$ cat src/pwg_regs.vh
/*
 Register map, field positions, reset values and bus constants for the
 PWM generator control and status block. Assumes inclusion by bare name.
*/
`ifndef PWG_REGS_VH
`define PWG_REGS_VH

`define PWG_ADDR_W 8
`define PWG_OFF_CTRL 8'h00
`define PWG_OFF_IRQ_STAT 8'h04
`define PWG_OFF_IRQ_MASK 8'h08
`define PWG_OFF_EFFECT 8'h0c

`define PWG_CTRL_RESET 16'h0000
`define PWG_CTRL_WMASK 16'h1ff7

`define PWG_BIT_FAULT_PENDING_FLAG 15
`define PWG_BIT_CURRENT_LIMIT_PENDING_FLAG 14
`define PWG_BIT_TRIGGER_PENDING_FLAG 13
`define PWG_BIT_FAULT_IRQ_ENABLE 12
`define PWG_BIT_CURRENT_LIMIT_IRQ_ENABLE 11
`define PWG_BIT_TRIGGER_IRQ_ENABLE 10
`define PWG_BIT_ITB 9
`define PWG_BIT_MASTER_DUTY_SELECT 8
`define PWG_DTC_HI 7
`define PWG_DTC_LO 6
`define PWG_BIT_DEAD_TIME_POLARITY 5
`define PWG_BIT_MASTER_TIME_BASE_SELECT 3
`define PWG_BIT_CAM 2
`define PWG_BIT_EXTERNAL_PERIOD_RESET_ENABLE 1
`define PWG_BIT_IUE 0

`define PWG_DTC_POL_MODE 2'h3
`define PWG_IRQ_W 3

`endif

$ cat src/pwg_flag.v
/*
 One hardware-set pending flag with enable gating and a one-to-clear
 companion sticky bit. Assumes a single pclk domain.
*/
`timescale 1ns/100ps
module pwg_flag (
	input wire pclk,
	input wire presetn,
	input wire ce,
	input wire event_in,
	input wire enable,
	input wire sticky_clr,
	output reg pending_r,
	output reg sticky_r
);
	always @(posedge pclk or negedge presetn) begin
		if (!presetn) begin
			pending_r <= 1'b0;
			sticky_r <= 1'b0;
		end else if (ce) begin
			// Disabled enable holds the flag clear; set wins over clear otherwise
			if (!enable)
				pending_r <= 1'b0;
			else if (event_in)
				pending_r <= 1'b1;
			if (enable && event_in)
				sticky_r <= 1'b1;
			else if (sticky_clr)
				sticky_r <= 1'b0;
		end
	end
endmodule // pwg_flag

$ cat src/pwg_ctrl.v
/*
 PWM generator channel control and status register behind an APB slave,
 with sticky interrupt status, mask and one level interrupt output.
 Assumes event inputs are synchronous one-cycle pulses on pclk.
*/
// Behaviour
// Current-limit flag bit 14 shows pending interrupt
// Current-limit enable written zero clears flag
// Trigger flag bit 13 shows pending interrupt
// Fault enable bit 12 gates, clears fault flag
// Trigger enable written zero clears trigger flag
// Software keeps timing fields while module enabled
// Dead-time polarity counts only when control is 11
// Period reset needs independent base, limit mode 0
`timescale 1ns/100ps
`include "pwg_regs.vh"
module pwg_ctrl (
	input wire pclk,
	input wire presetn,
	input wire pclk_en,
	input wire psel,
	input wire penable,
	input wire pwrite,
	input wire [`PWG_ADDR_W-1:0] paddr,
	input wire [31:0] pwdata,
	input wire [3:0] pstrb,
	output reg [31:0] prdata,
	output reg pready,
	output reg pslverr,
	input wire fault_event,
	input wire current_limit_event,
	input wire trigger_event,
	input wire current_limit_mode,
	output reg irq,
	output reg [15:0] config_out,
	output reg dead_time_polarity_eff,
	output reg ext_period_reset_eff
);
	reg [15:0] ctrl_r;
	reg [`PWG_IRQ_W-1:0] mask_r;
	wire [`PWG_IRQ_W-1:0] pend;
	wire [`PWG_IRQ_W-1:0] sticky;
	wire [`PWG_IRQ_W-1:0] ev;
	wire [`PWG_IRQ_W-1:0] en;
	wire setup;
	wire wr;
	wire hit_ctrl;
	wire hit_stat;
	wire hit_mask;
	wire hit_eff;
	wire hit_any;
	wire [`PWG_IRQ_W-1:0] stat_clr;
	wire [15:0] ctrl_view;
	wire [15:0] wdata16;

	// Zero-wait slave: answers in the access cycle following setup
	assign setup = psel && !penable;
	assign wr = psel && penable && pready && pwrite;
	assign hit_ctrl = (paddr == `PWG_OFF_CTRL);
	assign hit_stat = (paddr == `PWG_OFF_IRQ_STAT);
	assign hit_mask = (paddr == `PWG_OFF_IRQ_MASK);
	assign hit_eff = (paddr == `PWG_OFF_EFFECT);
	assign hit_any = hit_ctrl | hit_stat | hit_mask | hit_eff;
	assign wdata16 = {pstrb[1] ? pwdata[15:8] : ctrl_r[15:8],
		pstrb[0] ? pwdata[7:0] : ctrl_r[7:0]};

	// Flag order: 0 trigger, 1 current limit, 2 fault
	assign ev = {fault_event, current_limit_event, trigger_event};
	assign en = {ctrl_r[`PWG_BIT_FAULT_IRQ_ENABLE], ctrl_r[`PWG_BIT_CURRENT_LIMIT_IRQ_ENABLE], ctrl_r[`PWG_BIT_TRIGGER_IRQ_ENABLE]};
	assign stat_clr = (wr && hit_stat && pstrb[0]) ? pwdata[`PWG_IRQ_W-1:0] : 3'h0;

	// Enables come straight from the register, so a zero write clears next edge
	pwg_flag u_trg (
		.pclk(pclk), .presetn(presetn), .ce(pclk_en), .event_in(ev[0]),
		.enable(en[0]), .sticky_clr(stat_clr[0]), .pending_r(pend[0]),
		.sticky_r(sticky[0]));
	pwg_flag u_cl (
		.pclk(pclk), .presetn(presetn), .ce(pclk_en), .event_in(ev[1]),
		.enable(en[1]), .sticky_clr(stat_clr[1]), .pending_r(pend[1]),
		.sticky_r(sticky[1]));
	pwg_flag u_flt (
		.pclk(pclk), .presetn(presetn), .ce(pclk_en), .event_in(ev[2]),
		.enable(en[2]), .sticky_clr(stat_clr[2]), .pending_r(pend[2]),
		.sticky_r(sticky[2]));

	assign ctrl_view = {pend[2], pend[1], pend[0], ctrl_r[12:0]};

	always @(posedge pclk or negedge presetn) begin
		if (!presetn) begin
			ctrl_r <= `PWG_CTRL_RESET;
			mask_r <= 3'h0;
			pready <= 1'b0;
			pslverr <= 1'b0;
			prdata <= 32'h00000000;
		end else if (pclk_en) begin
			pready <= setup;
			pslverr <= setup && !hit_any;
			if (wr && hit_ctrl)
				ctrl_r <= wdata16 & `PWG_CTRL_WMASK;
			if (wr && hit_mask && pstrb[0])
				mask_r <= pwdata[`PWG_IRQ_W-1:0];
			if (setup && !pwrite) begin
				if (hit_ctrl)
					prdata <= {16'h0000, ctrl_view};
				else if (hit_stat)
					prdata <= {29'h0, sticky};
				else if (hit_mask)
					prdata <= {29'h0, mask_r};
				else if (hit_eff)
					prdata <= {30'h0, ext_period_reset_eff, dead_time_polarity_eff};
				else
					prdata <= 32'h00000000;
			end
		end
	end

	always @(posedge pclk or negedge presetn) begin
		if (!presetn) begin
			irq <= 1'b0;
			config_out <= 16'h0000;
			dead_time_polarity_eff <= 1'b0;
			ext_period_reset_eff <= 1'b0;
		end else if (pclk_en) begin
			irq <= |(sticky & mask_r);
			config_out <= ctrl_view;
			// Polarity is ignored unless dead-time control selects mode 11
			dead_time_polarity_eff <= ctrl_r[`PWG_BIT_DEAD_TIME_POLARITY] &&
				(ctrl_r[`PWG_DTC_HI:`PWG_DTC_LO] == `PWG_DTC_POL_MODE);
			// Period reset only qualifies with independent base and limit mode 0
			ext_period_reset_eff <= ctrl_r[`PWG_BIT_EXTERNAL_PERIOD_RESET_ENABLE] &&
				ctrl_r[`PWG_BIT_ITB] && !current_limit_mode;
		end
	end
endmodule // pwg_ctrl

$ cat config.mk
export PLATFORM = sky130hd
export DESIGN_NAME = pwg_ctrl
export DESIGN_NICKNAME = d
export VERILOG_FILES = /design/src/pwg_flag.v /design/src/pwg_ctrl.v
export VERILOG_INCLUDE_DIRS = /design/src
export SDC_FILE = /design/constraint.sdc
export NUM_CORES = 1
export LEC_CHECK = 0
export BUFFER_PORTS_ARGS = -buffer_cell sky130_fd_sc_hd__buf_2
export CAP_MARGIN = 20
export CORE_MARGIN = 10
export CORE_UTILIZATION = 35
export DETAILED_ROUTE_END_ITERATION = 7
export PLACE_DENSITY = 0.61
export SKIP_CTS_REPAIR_TIMING = 1
export SLEW_MARGIN = 10
export SYNTH_ARGS = -nofsm -noshare
export SYNTH_HDL_FRONTEND = slang
export SYNTH_SLANG_ARGS = --single-unit
$ cat constraint.sdc
create_clock -name pclk -period 2.85 [get_ports pclk]
set_input_delay 0 -clock pclk [delete_from_list [all_inputs] [get_ports pclk]]
set_output_delay 0 -clock pclk [all_outputs]
set_load 0.03 [all_outputs]
==> results of run 1 <==
## area by class of cell
class | count | area [sq um] | area share (%)
sequential | 56 | 1400 | 45.6
multi-input combinational | 131 | 928 | 30.2
timing repair buffer | 82 | 485 | 15.8
tap | 96 | 120 | 3.91
clock buffer | 6 | 82.6 | 2.69
inverter | 10 | 37.5 | 1.22
clock inverter | 2 | 17.5 | 0.570
## synth_stat cells, types with 2 or more instances
library cell	number
dfrtp_1	56
mux2_2	25
nand2_1	25
buf_4	18
o21ai_0	16
inv_1	10
a21oi_1	7
clkbuf_1	5
mux2_4	5
nand3_1	4
a21o_1	3
a22o_1	3
nand4_1	3
o31ai_1	3
buf_1	2
buf_6	2
mux4_2	2
nand4b_1	2
nor2_1	2
nor2b_1	2
## cells by family after synthesis
kind of cell,after synthesis,synth area share (%)
DFF,56,56.3
and+or+nand+nor,46,9.91
buffers and inverters,37,8.90
AOI/OAI and AO/OA,34,8.15
muxes,33,16.5
other,1,0.151
## metal layers
layer	part of all wire (%)	up-vias	global-route usage (%)
li1	-	835	-
met1	43	854	12.7
met2	50	54	17.7
met3	6.5	4	4.34
met4	0.81	0	2.78
met5	0	-	0
## metrics by stage
step,hold WS (ns),util (%),setup WS [ns]
4_1_cts,-0.263,42.7,1.21
3_3_place_gp,0.0793,41.2,0.906
3_5_place_dp,0.0889,41.2,0.874
2_1_floorplan,-0.296,-,1.36
6_report,-0.0262,44.7,1.23
5_1_grt,0.00831,44.7,1.12
## critical path: stages
cell,delay [ns]
buf_2,0.10
nor4_2,0.35
nand2_1,0.38
or3_1,0.64
mux2_4,0.35
## path summary, 6_finish.rpt
check / start / end / depth (start not counted)
max: paddr[7] / ctrl_r[9] / 5
min: current_limit_event / u_cl.pending_r / 3
max reg2reg: pready / ctrl_r[0] / 4
min reg2reg: prdata[13] / prdata[13] / 2
max in group asynchronous: presetn / pready / 3
min in group asynchronous: presetn / config_out[7] / 2
## where the power goes
part / internal, mW / leakage (nW) / switching [mW] / total, mW
Combinational: 0.0517 / 0.788 / 0.103 / 0.155
Clock: 0.204 / 0.0522 / 0.272 / 0.477
Sequential: 0.805 / 0.758 / 0.00667 / 0.811
Total: 1.06 / 1.60 / 0.382 / 1.44
## sequential cells by signal, indices dropped and copies added (netlist names), 3 cells and up
signal / flops
prdata: 15
config_out: 15
ctrl_r: 12
mask_r: 3
==> out/summary.md, run 1 <==
The flow ran to the end, but the final reports show violations. The final reports fail on hold timing. The number of antenna violations at the first check in global routing came out at 0. Along the worst path, the maximum fanout reaches 13. The number of I/O pins was 107. The largest total area in the synthesized netlist belongs to dfrtp_1. 0 antenna diodes ended up in the layout. Summed over all nets, the half-perimeter wirelength after detailed placement is 4530 um. The number of port buffers is 66, and the number of CTS-inserted buffers is 5. Path type of the worst min-delay path: input port to flip-flop.

The tools report the number of optimization iterations in the first detailed-route pass as 4. The number of setup violations in the final report came out at 0. For the required time of the critical path, the log shows 3.04 ns. The tools report the number of hold violations in the final report as 2. The via count of the first global-routing pass was 1,769; the number of placed cells counting well taps was 361. VDD sags by at most 0.197 mV. The tools report the worst hold margin as -0.0262 ns. STA classifies the critical path startpoint as an input port.

The worst pin sits at a relative slew slack of 52.2%. After synthesis the netlist holds a flip-flop and latch count of 56. The achievable frequency was 618 MHz; the largest net degree at the start of global routing was 31.

After synthesis, the largest area contributor takes up 56.3% of total cell area. After detailed routing, the number of vias per cell comes to 4.56. The post-synthesis average cell area works out to 12.0 sq um. The congestion estimate from routability-driven global placement came to 0.746.

For the remaining antenna violation count after routing, the log shows 0. TritonCTS built the clock tree. The die covers 10,900 sq um. The capturing element type of the critical path was a flip-flop. In the layout the commonest cells are buf_2, dfrtp_1, nand2_1, mux2_2, conb_1. In this run the static leakage power is 1.60 nW.

The average wire length per cell after detail routing is 15.8 um. The most used flip-flop cell after synthesis is dfrtp_1. Counting flops with a built-in enable in the synthesized netlist gives 0. The run gives 0 as the count of yosys warnings during synthesis. Measured along the x axis, the die boundary spans 104 um. The layout-stage area growth over the synthesis result is 23.5%, and the wire length after detailed routing is 6060 um.

Count of unique library cells instantiated by Yosys: 32. Fill cells in the final layout number 673. At the worst endpoint, the arrival time is 1.81 ns. Number of cell rows: 30. By area the synthesized netlist is led by dfrtp_1, mux2_2, buf_4. The most common cell after layout, fill and taps aside was buf_2. The total number of nets in the final design came out at 340.

For this run the aggregate overflow at the end of global routing stands at 0. The minimum period implied by the final worst setup slack came out at 1.62 ns. The number of max-slew violations in the final report is 0.

The tool flagged a number of max-cap violations equal to 0. The logs give 56.3% for the register area share after synthesis and 2 for the H-tree level count. The number of buffers on the longest clock path was 2; the ratio of cells with drive above 1 in the final layout was 38.3%. First-pass GRT wire length: 9540 um. For the pin with the worst max-slew slack, the measured transition is 0.715 ns.

For this design, the sink count on the clock tree is 56. The synthesized netlist occupies a cell area of 2490 sq um. The later pin in the worst-skew pair is clocked with a latency of 0.31 ns.

The worst setup path is of the input port to flip-flop kind. Of all flip-flops after synthesis, the portion carrying an async set or reset was 100%. Summing over every cut layer, the via total after detailed routing is 1,747.

Clock-pin slew was measured on the worst setup and hold paths at 0.11 ns. Setup repair after global routing left no endpoint under its margin. Clock skew after layout: 0.0133 ns. The run gives 2830 sq um as the cell area after placement. After layout, the design draws a total of 1.44 mW.

The tools report the number of instances in the synthesized netlist as 207. In this run the power density over the cells is 470 nW/um^2. Measured along the y axis, the die boundary spans 104 um. The final cell count without fillers came out at 383. Of the available clock period, the critical path in the final layout requires 56.8%. Across all register-to-register paths, the minimum setup slack is 1.24 ns. For this run, design rule violations remaining after detail routing come to 0. The standard cell core area is 6870 sq um, and the number of DRC violations after detailed-routing iteration 0 is 44. Global routing consumed, over all layers together, 10.8% of the routing resources. Starting density of the core: 36.2%. Clock tree synthesis selected as its root buffer the cell clkbuf_8. After routing the design area is 3070 sq um. For the setup TNS, the log shows 0 ns.
Note: power is estimated with default switching activity, not from simulation.
==> run 2: changes to the inputs <==
--- a/config.mk
+++ b/config.mk
@@ -6,6 +6,7 @@
 export SDC_FILE = /design/constraint.sdc
 export NUM_CORES = 1
 export LEC_CHECK = 0
+export ABC_AREA = 1
 export BUFFER_PORTS_ARGS = -buffer_cell sky130_fd_sc_hd__buf_2
 export CAP_MARGIN = 20
 export CORE_MARGIN = 10
==> constraint.sdc (replaced) <==
create_clock -name pclk -period 1.6 [get_ports pclk]
set_input_delay 0 -clock pclk [delete_from_list [all_inputs] [get_ports pclk]]
set_output_delay 0 -clock pclk [all_outputs]
set_load 0.03 [all_outputs]
==> run 2 against run 1 <==
  * The run still ends with hold timing left
  * Cell area rose by 1.2%
  * Sequential power rose by 79%
  * Power rose by 76%
  * Flip-flop and latch count did not move
  * Synthesized area barely moved
==> out/summary.md, run 2 <==
The total DRC errors in the routed layout is 0, and the static leakage is 1.70 nW. The total global routing track utilization was 11.3%. In this run the remaining antenna-violating nets after routing total 0. For the number of I/O pins, the log shows 107.

The synthesis-stage register bit count came out at 56. TritonCTS built the clock tree. The horizontal extent of the die is 104 um.

Counting flops with an async set or reset pin after synthesis yields a share of 100%. In this run the critical register-to-register path is captured at mask_r[2]. Prior to clock tree synthesis, the placed netlist has a worst setup slack of 0.305 ns. The number of cells on the worst reg-to-reg path works out to 5.

The number of instances in the synthesized netlist was 288. The tools report the kind of start point of the critical path as a flip-flop. The detailed router placed 2,058 vias in this run. The number of port buffers is 66, and the mapped cell area is 2490 sq um. The fraction of the cycle the final worst path needs works out to 79.7%.

The logs give 709 for the count of fill cells added during filler insertion and 5 for the number of CTS-inserted buffers. For the design area, the log shows 3110 sq um. The die covers 10,900 sq um. Ranked by total cell area, the synthesized netlist is headed by dfrtp_1, nand2_1, o21ai_0. Most common cell after layout, fill and taps aside: nand2_1. For the number of hold violations in the final report, the log shows 1. The cell chosen for the clock root is clkbuf_8. The run finished, with violations left. Number of diodes: 0. The logs give 2.54 mW for the power consumption and 0.00671 ns for the clock skew after layout. Yosys mapped the design onto 22 distinct sky130hd cell types. In this run the mean area of a mapped cell was 8.64 sq um. After synthesis, flip-flops and latches occupy 56.3% of the total area. The clock drives 56 sinks. IR analysis of the VDD net gives a maximum drop of 0.357 mV. Including well taps, the total number of placed cells is 449. Setup repair after global routing left no endpoint under its margin. The first routing iteration left 44 violations.

By count the netlist is led by nand2_1, dfrtp_1, o21ai_0. In this run the critical register-to-register path is launched from pready. The most critical setup path has its startpoint at pready. The setup TNS is 0 ns, and the clock transition at the register clock pins on the worst setup and hold paths after CTS is 0.10 ns.

The cell area after placement is 2890 sq um. The checks that failed: hold timing. The most frequently used cell type in the post-synthesis netlist is nand2_1.

In the layout the commonest cells are nand2_1, buf_2, dfrtp_1, o21ai_0. The run gives 0.857 as the placer congestion estimate. Summed over all instances, the cell type with the most area after synthesis is dfrtp_1. The min-delay analysis places its worst path in the category input port to flip-flop.

The maximum fanout count along the critical path was 6; the standard cell core area was 6870 sq um. The largest net degree at the start of global routing came out at 28. The ratio of cells with drive above 1 in the final layout was 23.6%; the number of antenna violations at the first check in global routing was 0. For this run the aggregate overflow at the end of global routing stands at 0. The number of setup violations in the final report was 0. The type of the setup path with the least slack was flip-flop to flip-flop. The multi-input combinational cells in the finished layout cover a total of 878 sq um. The layout-stage area growth over the synthesis result was 25.0%.

Data on the critical path arrives at its endpoint at 1.47 ns. In the routed layout, each cell is associated on average with a via count of 4.39. For the worst-skew pair, the clock arrives at the later sink with an insertion delay of 0.31 ns. Cells fill 45.3% of the core in the end. The logs give 30 for the number of cell rows and 784 MHz for the achievable frequency. The clock passes through at most 2 buffers.

The top-area cell type share of the netlist area was 56.3%. The die is 104 um tall. The dominant synthesized flop cell is dfrtp_1. The number of synthesized flops with an enable pin is 0, and the sequential cell area in the final layout is 1400 sq um. After the last flow step, the layout net total stands at 426. The largest registers in the layout are config_out x15, prdata x15, ctrl_r x12. The half-perimeter wire length of the detailed placement result was 4950 um.

Following the worst setup path forward leads to its endpoint at mask_r[2]. The run gives 469 as the final cell count without fillers. Wire length after detailed routing: 6360 um.

The tool flagged a number of max-cap violations equal to 0. The capturing element type of the critical path was a flip-flop. Dividing the detail-routed wire length by the instance count gives 13.6 um.

The setup check on the worst reg-to-reg path leaves a slack of 0.32 ns. The Yosys step of the flow raised 0 warnings. The logs give 0 for the number of max-slew violations in the final report and 10,200 um for the first-pass GRT wire length.

The power per standard cell area is 818 nW/um^2, and the number of optimization iterations in the first detailed-route pass is 4. CTS built an H-tree with a depth of 2. The run gives 2,014 as the via count of the first global-routing pass. The final worst setup slack was 0.324 ns. At the worst endpoint, the required time is 1.79 ns. The starting density of the core was 36.2%; the minimum period implied by the final worst setup slack was 1.28 ns. The tools report the worst hold margin as -0.0169 ns.
## run 2: changes by cell type after synthesis, moves of 5 or more
cell | previous run | this run
inv_1 | 10 | 25
mux2_2 | 25 | 0
mux2_4 | 5 | 0
nand2_1 | 25 | 82
nand3_1 | 4 | 25
nor2_1 | 2 | 24
o21ai_0 | 16 | 32
## run 2: cell families after synthesis
logic type	after synthesis	synth area share, %
AOI/OAI and AO/OA	43	8.80
DFF	56	56.3
and+or+nand+nor	137	23.8
buffers and inverters	51	11.0
other	1	0.151
## run 2: worst max-delay path: stages (launching register included)
cell	delay, ns
dfrtp_1	0.40
nand3_2	0.14
nor3_4	0.22
nand3_1	0.22
nand2_1	0.12
o21ai_0	0.07
## run 2: routing by layer
metal	GRT usage, %	up-vias	wire [um]
li1	-	1043	-
met5	0	-	0
met2	18.6	57	3080
met1	13.3	954	2740
met3	5.02	4	506
met4	2.09	0	31
## run 2: layout make-up
type / count / area share, %
Inverter: 26 / 3.14
Timing Repair Buffer: 85 / 16.6
Clock buffer: 6 / 2.65
Clock inverter: 2 / 0.483
Multi-Input combinational cell: 198 / 28.2
Sequential cell: 56 / 45.1
Tap cell: 96 / 3.86
## run 2: how the worst min path moves through the flow
stage / startpoint / end / slack (ns) / cells after the start
final: pwdata[2] / ctrl_r[2] / -0.02 / 3
after global routing: pwdata[1] / ctrl_r[1] / 0.000006 / 3
after detailed placement: presetn / prdata[14] / -0.1 / 1
after global placement: presetn / config_out[14] / -0.1 / 1
after CTS: presetn / config_out[14] / -0.44 / 1
after floorplan: presetn / config_out[0] / -0.30 / 0
## run 2: power breakdown
part / switching (mW) / internal (mW) / leakage (nW)
registers: 0.0119 / 1.43 / 0.739
logic: 0.209 / 0.0877 / 0.916
clock network: 0.450 / 0.351 / 0.0434
total: 0.671 / 1.87 / 1.70
==> run 3: changes to the inputs <==
==> constraint.sdc (replaced) <==
create_clock -name pclk -period 1.28 [get_ports pclk]
set_input_delay 0 -clock pclk [delete_from_list [all_inputs] [get_ports pclk]]
set_output_delay 0 -clock pclk [all_outputs]
set_load 0.03 [all_outputs]
==> run 3 against run 2 <==
  * The run now ends clean
  * First-iteration DRC count up 98%
  * Non-clock buffer count up 3
  * Cell area up 0.89%
  * Via count down 0.73%
  * Count of clock-buffer cells in the layout unchanged
  * Core utilization up 0.40 points
  * Sequential share of layout area down 0.36 points
  * Hold slack better by 0.024 ns
  * Critical endpoint is now ctrl_r[5]
==> out/summary.md, run 3 (synthesized netlist as in run 2, its figures left out) <==
The run finished with clean final reports. The worst setup path is launched from a flip-flop. The first TritonRoute pass finished after 4 iterations. Port buffering added 66 buffers. The detailed router put a total of 2720 um of wire on met1. The clock tree synthesis step divided the H-tree into 2 levels. Dividing the final minimum period by the clock period gives 95.1%. Summing all multi-input logic gate instances after layout gives 878 sq um.

The power per standard cell area was 1020 nW/um^2. The number of CTS-inserted buffers is 5, and the clock skew after layout is 0.00796 ns. The tools report the routed length on met2 as 3110 um. The top metal layer carrying routed signals is met4.

The run gives 1.42 ns as the data arrival time of the critical path. Routability-driven placement finished with a final weighted congestion of 0.897. The path type of the worst min-delay path was input port to flip-flop. The logs give 504 um for the routed length on met3 and 0 ns for the setup TNS.

The via count of the first global-routing pass was 2,079. Global routing used 11.5% of the available tracks. The logs give 87 for the number of DRC violations after detailed-routing iteration 0 and 0 for the total grt overflow.

The count of fill cells added during filler insertion came out at 731. After floorplanning, the core was divided into 30 placement rows. The tools report the number of max-slew violations in the final report as 0. Including well taps, the total number of placed cells is 450. Setup repair after global routing could not meet its margin everywhere. The number of antenna violations at the first check in global routing was 0; the largest net degree at the start of global routing was 33.

The clock sink count was 56; the layout-stage area growth over the synthesis result was 26.1%. Pin placement for this block handled 107 I/O pins. In the final layout, the share of cells above drive strength 1 is 23.9%. The first global-routing pass estimated 10,300 um of wire.

Type of the setup path with the least slack: flip-flop to flip-flop. The cell chosen for the clock root is clkbuf_8. The vertical die dimension came out at 104 um. The minimum period implied by the final worst setup slack is 1.22 ns, and the number of hold violations in the final report is 0. The tools report the count of vias placed by the detailed router as 2,043. The number of buffers on the longest clock path is 2, and the required time of the critical path is 1.48 ns.

TritonCTS built the clock tree. The number of diodes was 0. The clock insertion delay at the later pin of the skew report was 0.31 ns; the sequential cell area in the final layout was 1400 sq um. After clock tree synthesis, the clock-pin slew on the worst setup and hold paths is 0.10 ns. After detailed routing, the total wire length is 6380 um. The run gives 45.7% as the final core utilization. The library cell used most frequently in the layout, excluding fill and tap cells, is nand2_1. In the final layout, the registers with the most flip-flops are config_out x15, prdata x15, ctrl_r x12. Across the VDD grid, the largest voltage drop is 0.397 mV. For the standard cell core area, the log shows 6870 sq um. The top cell types in the final layout, fill and taps aside, are nand2_1, buf_2, dfrtp_1, o21ai_0. Number of instances on the worst hold path: 3. The run gives 4920 um as the half-perimeter wire length of the detailed placement result. The logs give 0 for the number of setup violations in the final report and 3.21 mW for the power consumption. STA classifies the critical path endpoint as a flip-flop.

Max-cap violations in this run came to 0. The area of the die is 10,900 sq um. The initial utilization of the core area, before any placement, comes to 36.2%. After detailed routing, the average wire length per cell comes to 13.5 um. Along the worst path, the maximum fanout reaches 14.

Summed over all cells, the static leakage comes to 1.72 nW. The total DRC errors in the routed layout is 0. The worst hold margin was 0.00697 ns; the total number of nets in the final design was 429. For the achievable frequency, the log shows 821 MHz.

The remaining antenna violation count after routing is 0, and the vias per cell is 4.33. Final cell count without fillers: 472. The horizontal extent of the die was 104 um; the number of cells on the worst reg-to-reg path was 5.
==> run 3: where the power goes <==
group,internal [mW],switching [mW],total [mW]
logic,0.116,0.262,0.378
clock network,0.444,0.581,1.03
registers,1.79,0.0141,1.81
==> run 3: final cells by class <==
| class | instances | area share [%] |
|---|---|---|
| Clock buffer | 6 | 2.63 |
| Clock inverter | 2 | 0.439 |
| Inverter | 26 | 3.11 |
| Multi-Input combinational cell | 198 | 28.0 |
| Sequential cell | 56 | 44.7 |
| Tap cell | 96 | 3.83 |
| Timing Repair Buffer | 88 | 17.3 |
==> run 3: worst max-delay path: stages (launching register included) <==
cell and delay [ns]:
dfrtp_2 0.38, nand3_2 0.11, nor3_4 0.20, nand2_2 0.21, nor2_1 0.15, a21oi_1 0.05
==> run 3: final timing paths <==
path / startpoint / to / slack, ns
max in group asynchronous: presetn / pready / 0.63
setup reg to reg: pready / ctrl_r[5] / 0.06
setup / recovery: pready / ctrl_r[5] / 0.06
hold reg to reg: config_out[7] / config_out[7] / 0.48
min in group asynchronous: presetn / config_out[14] / 0.13
hold / removal: pwdata[1] / ctrl_r[1] / 0.007
==> run 3: through the flow <==
stage                     area (sq um)  worst slack (ns)
final                             3140            0.0622
after global routing              3140           -0.0716
after CTS                         3000            0.0410
after detailed placement          2900            0.0626
after global placement            2900            0.0543
after floorplan                   2550            0.0556
==> run 3: layer usage <==
| metal | up-vias | global-route usage (%) |
|---|---|---|
| met5 | - | 0 |
| met3 | 6 | 4.65 |
| met1 | 937 | 13.2 |
| met2 | 52 | 19.2 |
| li1 | 1048 | - |
| met4 | 0 | 3.58 |
